==> src/common/iosc_pkg.sv <==
`default_nettype none
package iosc_pkg;
    // special-function register addresses
    localparam logic [7:0] CTRL_ADDR = 8'hB2;
    localparam logic [7:0] TRIM_ADDR = 8'hB3;
    // control register fields
    localparam int READY_BIT = 4;
    localparam int SRC_BIT = 3;
    localparam int ON_BIT = 2;
    localparam int DIV_LSB = 0;
    localparam logic [7:0] CTRL_RESET = 8'h14;
    // select zero is the slowest rate, divide by eight
    localparam logic [1:0] DIV_RESET = 2'h0;
    localparam logic SRC_RESET = 1'b0;
    localparam logic ON_RESET = 1'b1;
    // default factory trim; actual part value comes from the trim_factory input
    localparam logic [7:0] TRIM_DEFAULT = 8'h80;
    // oscillator model: base period in clk cycles is TRIM_BASE + (255 - trim) / TRIM_SCALE
    localparam int TRIM_BASE = 2;
    localparam int TRIM_SCALE = 64;
    // start-up time of the oscillator after enable
    localparam int STARTUP_NS = 64;
    localparam int CLK_NS = 8;
    localparam logic [7:0] STARTUP_CYC = 8'((STARTUP_NS + CLK_NS - 1) / CLK_NS);

    typedef struct packed {
        logic wr;
        logic rd;
        logic [7:0] addr;
        logic [7:0] wdata;
    } iosc_sfr_req_t;
endpackage : iosc_pkg
`default_nettype wire

==> src/logic/iosc_system_clock_out_ctrl.sv <==
// Contract
// - after reset the internal oscillator is the system clock source.
// - software enables, disables and trims the internal oscillator via its registers.
// - the system clock comes from external, undivided internal or divided internal oscillator.
// - the 8-bit trim value sets the internal oscillator period.
// - the trim register resets to the fixed TRIM_DEFAULT and takes the per-device factory value on the first clock after reset.
// - the 2-bit divide select divides the internal oscillator by 1, 2, 4 or 8.
// - after reset the divide select picks divide by eight.
// - source select one routes the external oscillator, zero the divided internal one.
// - switching source during operation is glitch free when the new source is ready.
// - one control write can both enable the internal oscillator and select it.
`timescale 1ns/10ps
`default_nettype none
module iosc_system_clock_out_ctrl (
    input wire logic clk,
    input wire logic reset,
    input wire iosc_pkg::iosc_sfr_req_t sfr_req,
    input wire logic [7:0] trim_factory,
    input wire logic ext_osc_tick,
    input wire logic ext_osc_ready,
    output logic [7:0] sfr_rdata,
    output logic system_clock_out,
    output logic int_osc_tick
);
    logic [7:0] int_osc_trim_reg, next_trim;
    logic [1:0] system_clock_out_divide_sel, next_div;
    logic system_clock_out_source_sel, next_src;
    logic int_osc_on, next_on;
    logic int_osc_freq_ready, next_ready;
    logic [7:0] startup_cnt, next_startup;
    logic [7:0] osc_cnt, next_osc_cnt;
    logic osc_tick, next_osc_tick;
    logic [2:0] div_cnt, next_div_cnt;
    logic div_tick;
    typedef enum logic [1:0] {SRC_INT, SRC_GAP_EXT, SRC_EXT, SRC_GAP_INT} iosc_src_state_t;
    iosc_src_state_t src_state, next_src_state;
    logic next_clk_out;
    logic [7:0] next_rdata;
    logic trim_loaded, next_trim_loaded;
    logic [7:0] period;

    always_comb begin
        next_trim = int_osc_trim_reg;
        next_div = system_clock_out_divide_sel;
        next_src = system_clock_out_source_sel;
        next_on = int_osc_on;
        next_trim_loaded = 1'b1;
        if (!trim_loaded) begin
            next_trim = trim_factory;
        end
        if (sfr_req.wr && sfr_req.addr == iosc_pkg::CTRL_ADDR) begin
            next_on = sfr_req.wdata[iosc_pkg::ON_BIT];
            next_src = sfr_req.wdata[iosc_pkg::SRC_BIT];
            next_div = sfr_req.wdata[iosc_pkg::DIV_LSB +: 2];
        end
        if (sfr_req.wr && sfr_req.addr == iosc_pkg::TRIM_ADDR) begin
            next_trim = sfr_req.wdata;
        end
    end

    // read mux; unused and unmapped bits read zero
    always_comb begin
        next_rdata = 8'h00;
        if (sfr_req.rd && sfr_req.addr == iosc_pkg::CTRL_ADDR) begin
            // ready only while enabled
            // the enable masks the flag so a disable reads back at once
            next_rdata[iosc_pkg::READY_BIT] = int_osc_freq_ready && int_osc_on;
            next_rdata[iosc_pkg::SRC_BIT] = system_clock_out_source_sel;
            next_rdata[iosc_pkg::ON_BIT] = int_osc_on;
            next_rdata[iosc_pkg::DIV_LSB +: 2] = system_clock_out_divide_sel;
        end else if (sfr_req.rd && sfr_req.addr == iosc_pkg::TRIM_ADDR) begin
            next_rdata = int_osc_trim_reg;
        end
    end

    assign period = 8'(iosc_pkg::TRIM_BASE) + 8'((8'hFF - int_osc_trim_reg) / 8'(iosc_pkg::TRIM_SCALE));

    always_comb begin
        next_osc_cnt = osc_cnt;
        next_osc_tick = 1'b0;
        next_startup = startup_cnt;
        next_ready = 1'b0;
        if (!int_osc_on) begin
            next_osc_cnt = 8'h00;
            next_startup = iosc_pkg::STARTUP_CYC;
        end else begin
            if (osc_cnt >= period - 8'h01) begin
                next_osc_cnt = 8'h00;
                next_osc_tick = 1'b1;
            end else begin
                next_osc_cnt = osc_cnt + 8'h01;
            end
            if (startup_cnt != 8'h00) begin
                next_startup = startup_cnt - 8'h01;
            end
            next_ready = (startup_cnt == 8'h00);
        end
    end

    // divide by 1, 2, 4, 8
    always_comb begin
        next_div_cnt = div_cnt;
        div_tick = 1'b0;
        if (osc_tick) begin
            next_div_cnt = div_cnt + 3'h1;
            unique case (system_clock_out_divide_sel)
                // select zero is the slowest rate
                2'h0: div_tick = &div_cnt;
                2'h1: div_tick = &div_cnt[1:0];
                2'h2: div_tick = div_cnt[0];
                2'h3: div_tick = 1'b1;
            endcase
        end
    end

    // switch only when target ready
    // a switch passes through a gap state that keeps the output quiet for one cycle
    always_comb begin
        next_src_state = src_state;
        unique case (src_state)
            SRC_INT: begin
                if (system_clock_out_source_sel && ext_osc_ready) begin
                    next_src_state = SRC_GAP_EXT;
                end
            end
            SRC_GAP_EXT: begin
                next_src_state = SRC_EXT;
            end
            SRC_EXT: begin
                if (!system_clock_out_source_sel && int_osc_freq_ready) begin
                    next_src_state = SRC_GAP_INT;
                end
            end
            SRC_GAP_INT: begin
                next_src_state = SRC_INT;
            end
        endcase
    end

    // source routing
    // the back-to-back guard keeps every output pulse isolated whatever the source does
    always_comb begin
        next_clk_out = 1'b0;
        unique case (src_state)
            SRC_INT: next_clk_out = div_tick && !system_clock_out;
            SRC_EXT: next_clk_out = ext_osc_tick && !system_clock_out;
            SRC_GAP_EXT, SRC_GAP_INT: next_clk_out = 1'b0;
        endcase
    end

    // register group
    always_ff @(posedge clk) begin
        if (reset) begin
            trim_loaded <= 1'b0;
            int_osc_trim_reg <= iosc_pkg::TRIM_DEFAULT;
            system_clock_out_divide_sel <= iosc_pkg::DIV_RESET;
            system_clock_out_source_sel <= iosc_pkg::SRC_RESET;
            int_osc_on <= iosc_pkg::ON_RESET;
        end else begin
            trim_loaded <= next_trim_loaded;
            int_osc_trim_reg <= next_trim;
            system_clock_out_divide_sel <= next_div;
            system_clock_out_source_sel <= next_src;
            int_osc_on <= next_on;
        end
    end

    // oscillator group; ready follows the start-up counter by one cycle
    always_ff @(posedge clk) begin
        if (reset) begin
            int_osc_freq_ready <= 1'b0;
            startup_cnt <= iosc_pkg::STARTUP_CYC;
            osc_cnt <= 8'h00;
            osc_tick <= 1'b0;
        end else begin
            int_osc_freq_ready <= next_ready;
            startup_cnt <= next_startup;
            osc_cnt <= next_osc_cnt;
            osc_tick <= next_osc_tick;
        end
    end

    // divider group; free running so a new select applies at once
    always_ff @(posedge clk) begin
        if (reset) begin
            div_cnt <= 3'h0;
        end else begin
            div_cnt <= next_div_cnt;
        end
    end

    // source group; the internal path drives the output out of reset
    always_ff @(posedge clk) begin
        if (reset) begin
            src_state <= SRC_INT;
        end else begin
            src_state <= next_src_state;
        end
    end

    // output group
    always_ff @(posedge clk) begin
        if (reset) begin
            sfr_rdata <= 8'h00;
            system_clock_out <= 1'b0;
            int_osc_tick <= 1'b0;
        end else begin
            sfr_rdata <= next_rdata;
            system_clock_out <= next_clk_out;
            int_osc_tick <= next_osc_tick;
        end
    end
endmodule : iosc_system_clock_out_ctrl
`default_nettype wire

==> config.mk <==
export PLATFORM = sky130hd
export DESIGN_NAME = iosc_system_clock_out_ctrl
export DESIGN_NICKNAME = d
export VERILOG_FILES = /design/src/common/iosc_pkg.sv /design/src/logic/iosc_system_clock_out_ctrl.sv
export SDC_FILE = /design/constraint.sdc
export NUM_CORES = 1
export LEC_CHECK = 0
export BUFFER_PORTS_ARGS = -buffer_cell sky130_fd_sc_hd__buf_2
export CORE_MARGIN = 10
export CORE_UTILIZATION = 55
export CTS_CLUSTER_SIZE = 28
export DETAILED_ROUTE_END_ITERATION = 12
export GPL_TIMING_DRIVEN = 0
export PLACE_DENSITY = 0.79
export RECOVER_POWER = 25
export SKIP_CTS_REPAIR_TIMING = 1
export SLEW_MARGIN = 25
export SYNTH_ARGS = -nofsm -noshare
export SYNTH_HDL_FRONTEND = slang
export SYNTH_SLANG_ARGS = --single-unit
==> constraint.sdc <==
create_clock -name clk -period 5.1 [get_ports clk]
set_input_delay 1.53 -clock clk [delete_from_list [all_inputs] [get_ports clk]]
set_output_delay 1.53 -clock clk [all_outputs]
set_load 0.01 [all_outputs]
; ---- Word-level counts from Yosys, hierarchy flattened
; Cells that the tools add are included.
[op_classes]
add_sub_neg = 6
mul = 0
div = 0
magnitude_cmp = 1
eq_ne = 11
shift = 0
muxes = 12
bitwise_logic = 2
reduce_logical = 22
[op_table]
columns = cell, n
row1 = $eq 8x8->1 const B, 2
row2 = $mux 8, 2
row3 = $mux 5, 2
row4 = $logic_and 1x1->1, 9
row5 = $add 8x1->8 const B, 1
row6 = $eq 2x2->1 const B, 4
row7 = $ge 8x8->1, 1
row8 = $logic_not 8->1, 1
row9 = $pmux 2 s4, 1
row10 = $reduce_bool 8->1, 1
row11 = $sub 8x1->8 const B, 1
row12 = $sub 8x8->8 const A, 1
row13 = $reduce_or 3->1, 2
row14 = $eq 2x1->1 const B, 2
row15 = $logic_not 2->1, 2
row16 = $mux 2, 2
row17 = $ne 2x2->1 const B, 2
row18 = $pmux 1 s4, 1
row19 = $reduce_and 2->1, 2
row20 = $reduce_or 2->1, 2
row21 = $sub 3x1->4 const B, 1
row22 = $add 2x2->3 const A, 1
row23 = $add 3x1->3 const B, 1
row24 = $mux 1, 3
row25 = 5 further kinds, 7
[word_totals]
register_bits = 45
latchBits = 0
mem_bits_rw = 0
mem_bits_ro = 0
inputBits = 30
output_inout_bits = 10
wordCells = 68
n_memories = 0

; ---- Logic depth before layout (Yosys ltp)
[logic_depth]
word_depth = 5
depth_mapped = 8
ltp_nobuf = 8

; ---- Worst setup path after synthesis
; No wires, ideal clock.
[synth_path]
kind = input-to-reg
start = input port sfr_req[14] (netlist name)
end = register system_clock_out_divide_sel[0]
setup_ns = 0.121
arrival_time_ns = 2.727
t_required_ns = 4.979
path_slack_ns = 2.253
path_stages = 5
n_path_buf = 1
cell_sequence = nand4b_1 -> nor4b_2 -> and3b_1 -> clkbuf_1 -> mux2_2
[synth_via]
elab_chain_cells = 2
[synth_lines]
columns = item, line_no
row1 = from (decl), iosc_system_clock_out_ctrl.sv:17  ; input wire iosc_pkg::iosc_sfr_req_t sfr_req,
row2 = $eq 8x8->1, iosc_system_clock_out_ctrl.sv:51  ; if (sfr_req.wr && sfr_req.addr == iosc_pkg::CTRL_ADDR) begin
row3 = $logic_and 1x1->1, iosc_system_clock_out_ctrl.sv:51
row4 = to (signal assigned), iosc_system_clock_out_ctrl.sv:156  ; system_clock_out_divide_sel <= iosc_pkg::DIV_RESET;
row5 = to (signal assigned), iosc_system_clock_out_ctrl.sv:162  ; system_clock_out_divide_sel <= next_div;
row6 = to (decl), iosc_system_clock_out_ctrl.sv:26  ; logic [1:0] system_clock_out_divide_sel, next_div;
; No other way between the ends.
; A chain may end at the register's enable or synchronous reset.

; ---- Worst setup path after layout
[layout_path]
start = input port sfr_req[14] (netlist name)
end = register int_osc_trim_reg[0]
[layout_via]
elab_chain_cells = 3
elab_cells_between_ends = 4
cone_classes = eq/ne: 2 / mux: 1 / reduce/logical: 1
[layout_lines]
columns = item, line_no
row1 = $eq 8x8->1 *, iosc_system_clock_out_ctrl.sv:56  ; if (sfr_req.wr && sfr_req.addr == iosc_pkg::TRIM_ADDR) begin
row2 = $logic_and 1x1->1 *, iosc_system_clock_out_ctrl.sv:56
row3 = $ne 2x1->1 (no line) / $mux 8 (equally long branches), -
row4 = to (signal assigned), iosc_system_clock_out_ctrl.sv:155  ; int_osc_trim_reg <= iosc_pkg::TRIM_DEFAULT;
row5 = to (signal assigned), iosc_system_clock_out_ctrl.sv:161  ; int_osc_trim_reg <= next_trim;
row6 = to (decl), iosc_system_clock_out_ctrl.sv:25  ; logic [7:0] int_osc_trim_reg, next_trim;
; Mark *: on every way between the ends. The rest lies on a longest branch, timed or not.

==> impl_metrics.ini <==
[outcome]
status = finished clean

[clock_tree]
cts_max_level = 2
cts_buffers = 5
clkLatencyLatePin_ns = 0.30
clk_path_buf_depth = 2
clock-root-buffer = clkbuf_8
cts_tree = yes
clock_sinks = 45
clk_pin_slew_ns = 0.09

[timing]
finalHoldViolCount = 0
final.setup.tns_ns = 0
max_freq_mhz = 355
period_share_pct = 55.2
rsz0062_at_grt = no
setup_viol = 0
worstMarginPinSlew_ns = 0.517
fin_skew_ns = 0.0104
min_period_ns = 2.82
fin_ws_ns = 2.28
slew_violations = 0
slew_headroom_pct = 65.5

[global_route]
grt_pass1_wl_mm = 6.39
track_usage_pct = 12.3
grt_pass1_vias = 1472
grt_antenna_before_repair = 0
grt_max_degree = 15
overflow = 0

[synthesis]
synth.avg_cell_area_um2 = 9.74
syn_area_um2 = 2020
ys_ff_latch = 45
syn_inst = 207
synth_seq_area_share_pct = 44.7
async_reset_ff_share_pct = 0
ys_types = 38
synth_edf_count = 0
synth_warnings = 0
synth_flop_cell = dfxtp_1

[setup_path]
startpoint = sfr_req[14]
timing.reg2reg.setup_slack_ns = 3.24
cp_cell_sequence = buf_2 -> nand4b_1 -> nor4b_2 -> nand3_1 -> mux2_2
crit_path_max_fanout = 8
worst_ep_required_time_ns = 5.30
cpPeakStageDelay_ns = 0.45
arrival_ns = 3.02
start_kind = input pin
critPathSlowestCell = nand3_1
cp-endpoint = int_osc_trim_reg[0]
r2r-end = startup_cnt[4]
critPathCaptureType = register
path_class = in2reg
worst_r2r_path_depth = 5
r2r-start = startup_cnt[2]

[floorplanning]
fp-row-count = 21
dieArea_um2 = 6490
coreArea_um2 = 3440
fp.dieW_um = 80.5
start_util_pct = 58.6
num_io_pins = 40
dieHeight_um = 80.5

[placed_design]
dp_slack_ns = 1.95
io_buffers = 39
dpl.hpwl_mm = 2.97
gp_congestion = 0.766

[route]
first_pass_iters = 4
drc = 0
wl_per_cell_um = 12.7
drtAntennaViolNets = 0
drt_iter0_drc = 49
dr_total_vias = 1537
wl_mm = 3.83
via_per_inst = 5.07

[pwr]
cellPowerDensity_nw_per_um2 = 342
p_leak_nw = 1.12
p_sw_mw = 0.234
total_power_mw = 0.806
peakVddDrop_mv = 0.249
swShare_pct = 29.1
p_int_mw = 0.572
comb_power_share_pct = 21.6
power_frac_seq_pct = 51.5
clkPwrFrac_pct = 26.9

[finish]
layout-area-overhead-vs-synth_pct = 17.1
drive_above_1_share_pct = 23.0
diodes = 0
nNetsFinal = 300
fill_cells = 276

[job]
drv_cap = 0

[worst_hold_path]
min-delay-path-class = reg2reg
[stage by stage]
step           instance area [µm²]  utilization (%)  instances  hold WS, ns
4_1_cts                       2370             68.8        303        0.470
3_3_place_gp                  2280             66.2        295        0.445
2_1_floorplan                 2030                -        210        0.430
6_report                      2360             68.6        303        0.466
5_1_grt                       2360             68.6        303        0.505
3_5_place_dp                  2280             66.2        295        0.452
[worst max-delay path, delay by kind of cell]
kind	cells	cell delay [ns]
mux	1	0.42
buf+inv	1	0.09
simple gates	3	0.96
[power by group through the flow]
stage               clock network (mW)  registers (mW)  logic, mW
finish                           0.217           0.415      0.174
floorplan                            0           0.416      0.140
CTS                              0.223           0.415      0.177
global placement                     0           0.422      0.170
detailed placement                   0           0.423      0.176
global route                     0.235           0.419      0.201
[cell usage after synthesis, types with 3 or more instances]
master / count / area (µm²)
dfxtp_1: 45 / 901
nor2_1: 28 / 105
mux2i_1: 19 / 190
nand2_1: 19 / 71.3
ha_1: 14 / 175
inv_1: 11 / 41.3
mux2_2: 8 / 90.1
clkbuf_1: 6 / 22.5
and3_1: 5 / 31.3
xnor2_1: 5 / 43.8
a21oi_1: 4 / 20.0
nor2b_1: 4 / 25.0
nand2b_1: 3 / 18.8
nand3_1: 3 / 15.0
nor3_1: 3 / 15.0
xor2_1: 3 / 26.3
[metal layers]
| metal | vias to the layer above | part of all wire [%] | global-route usage, % |
|---|---|---|---|
| met3 | 8 | 8.7 | 5.68 |
| met4 | 0 | 1.8 | 4.93 |
| met5 | - | 0 | 0 |
| met2 | 41 | 42 | 19.3 |
| li1 | 790 | - | - |
| met1 | 698 | 47 | 14.0 |
[placed cells by master (no fill, tap or decap), drive strengths merged]
| master | instances |
|---|---|
| clkinv | 1 |
| o31ai | 1 |
| a21oi | 4 |
| clkinvlp | 2 |
| dfxtp | 45 |
| nand2b | 3 |
| nor2 | 28 |
| nand3 | 4 |
| nor4 | 2 |
| nand2 | 19 |
| a211oi | 2 |
| clkbuf | 13 |
| buf | 39 |
| nand4b | 1 |
| xor2 | 3 |
| or4b | 1 |
| nor3 | 3 |
| conb | 4 |
| a31oi | 1 |
| xnor2 | 5 |
| mux2 | 8 |
| inv | 11 |
| nor2b | 4 |
| o21ai | 2 |
| o41ai | 1 |
| and3b | 2 |
| nor4b | 2 |
| a21bo | 1 |
| nand3b | 1 |
| mux2i | 19 |
| ha | 14 |
| a22oi | 1 |
| a21o | 2 |
| and3 | 5 |
| o211ai | 1 |
| or4 | 2 |
[worst min path at each step]
| stage | from | endpoint | slack, ns | cells after the start |
|---|---|---|---|---|
| detailed placement | osc_cnt[0] | osc_cnt[0] | 0.45 | 1 |
| finish | osc_cnt[0] | osc_cnt[0] | 0.47 | 1 |
| global route | int_osc_trim_reg[5] | sfr_rdata[5] | 0.51 | 1 |
| CTS | osc_cnt[0] | osc_cnt[0] | 0.47 | 1 |
| floorplan | osc_cnt[0] | osc_cnt[0] | 0.43 | 1 |
| global placement | osc_cnt[0] | osc_cnt[0] | 0.44 | 1 |
[logic make-up after synthesis]
kind of cell    Yosys count  share of synthesized area (%)
simple gates             77                           19.6
flops                    45                           44.7
mux                      27                           13.9
buf+inv                  19                           3.91
compound gates           16                           5.59
fa+ha+maj                14                           8.69
xor+xnor                  8                           3.48
other cells               1                          0.186
[layout make-up]
| cell class | instances | area, µm² | share of cell area (%) |
|---|---|---|---|
| Clock inverter | 2 | 15.0 | 0.636 |
| Tap cell | 46 | 57.6 | 2.44 |
| Inverter | 12 | 45.0 | 1.91 |
| Multi-Input combinational cell | 146 | 1040 | 44.1 |
| Clock buffer | 6 | 72.6 | 3.07 |
| Timing Repair Buffer | 39 | 194 | 8.21 |
| Buffer | 7 | 33.8 | 1.43 |
| Sequential cell | 45 | 901 | 38.2 |
(Power assumes the default switching activity.)
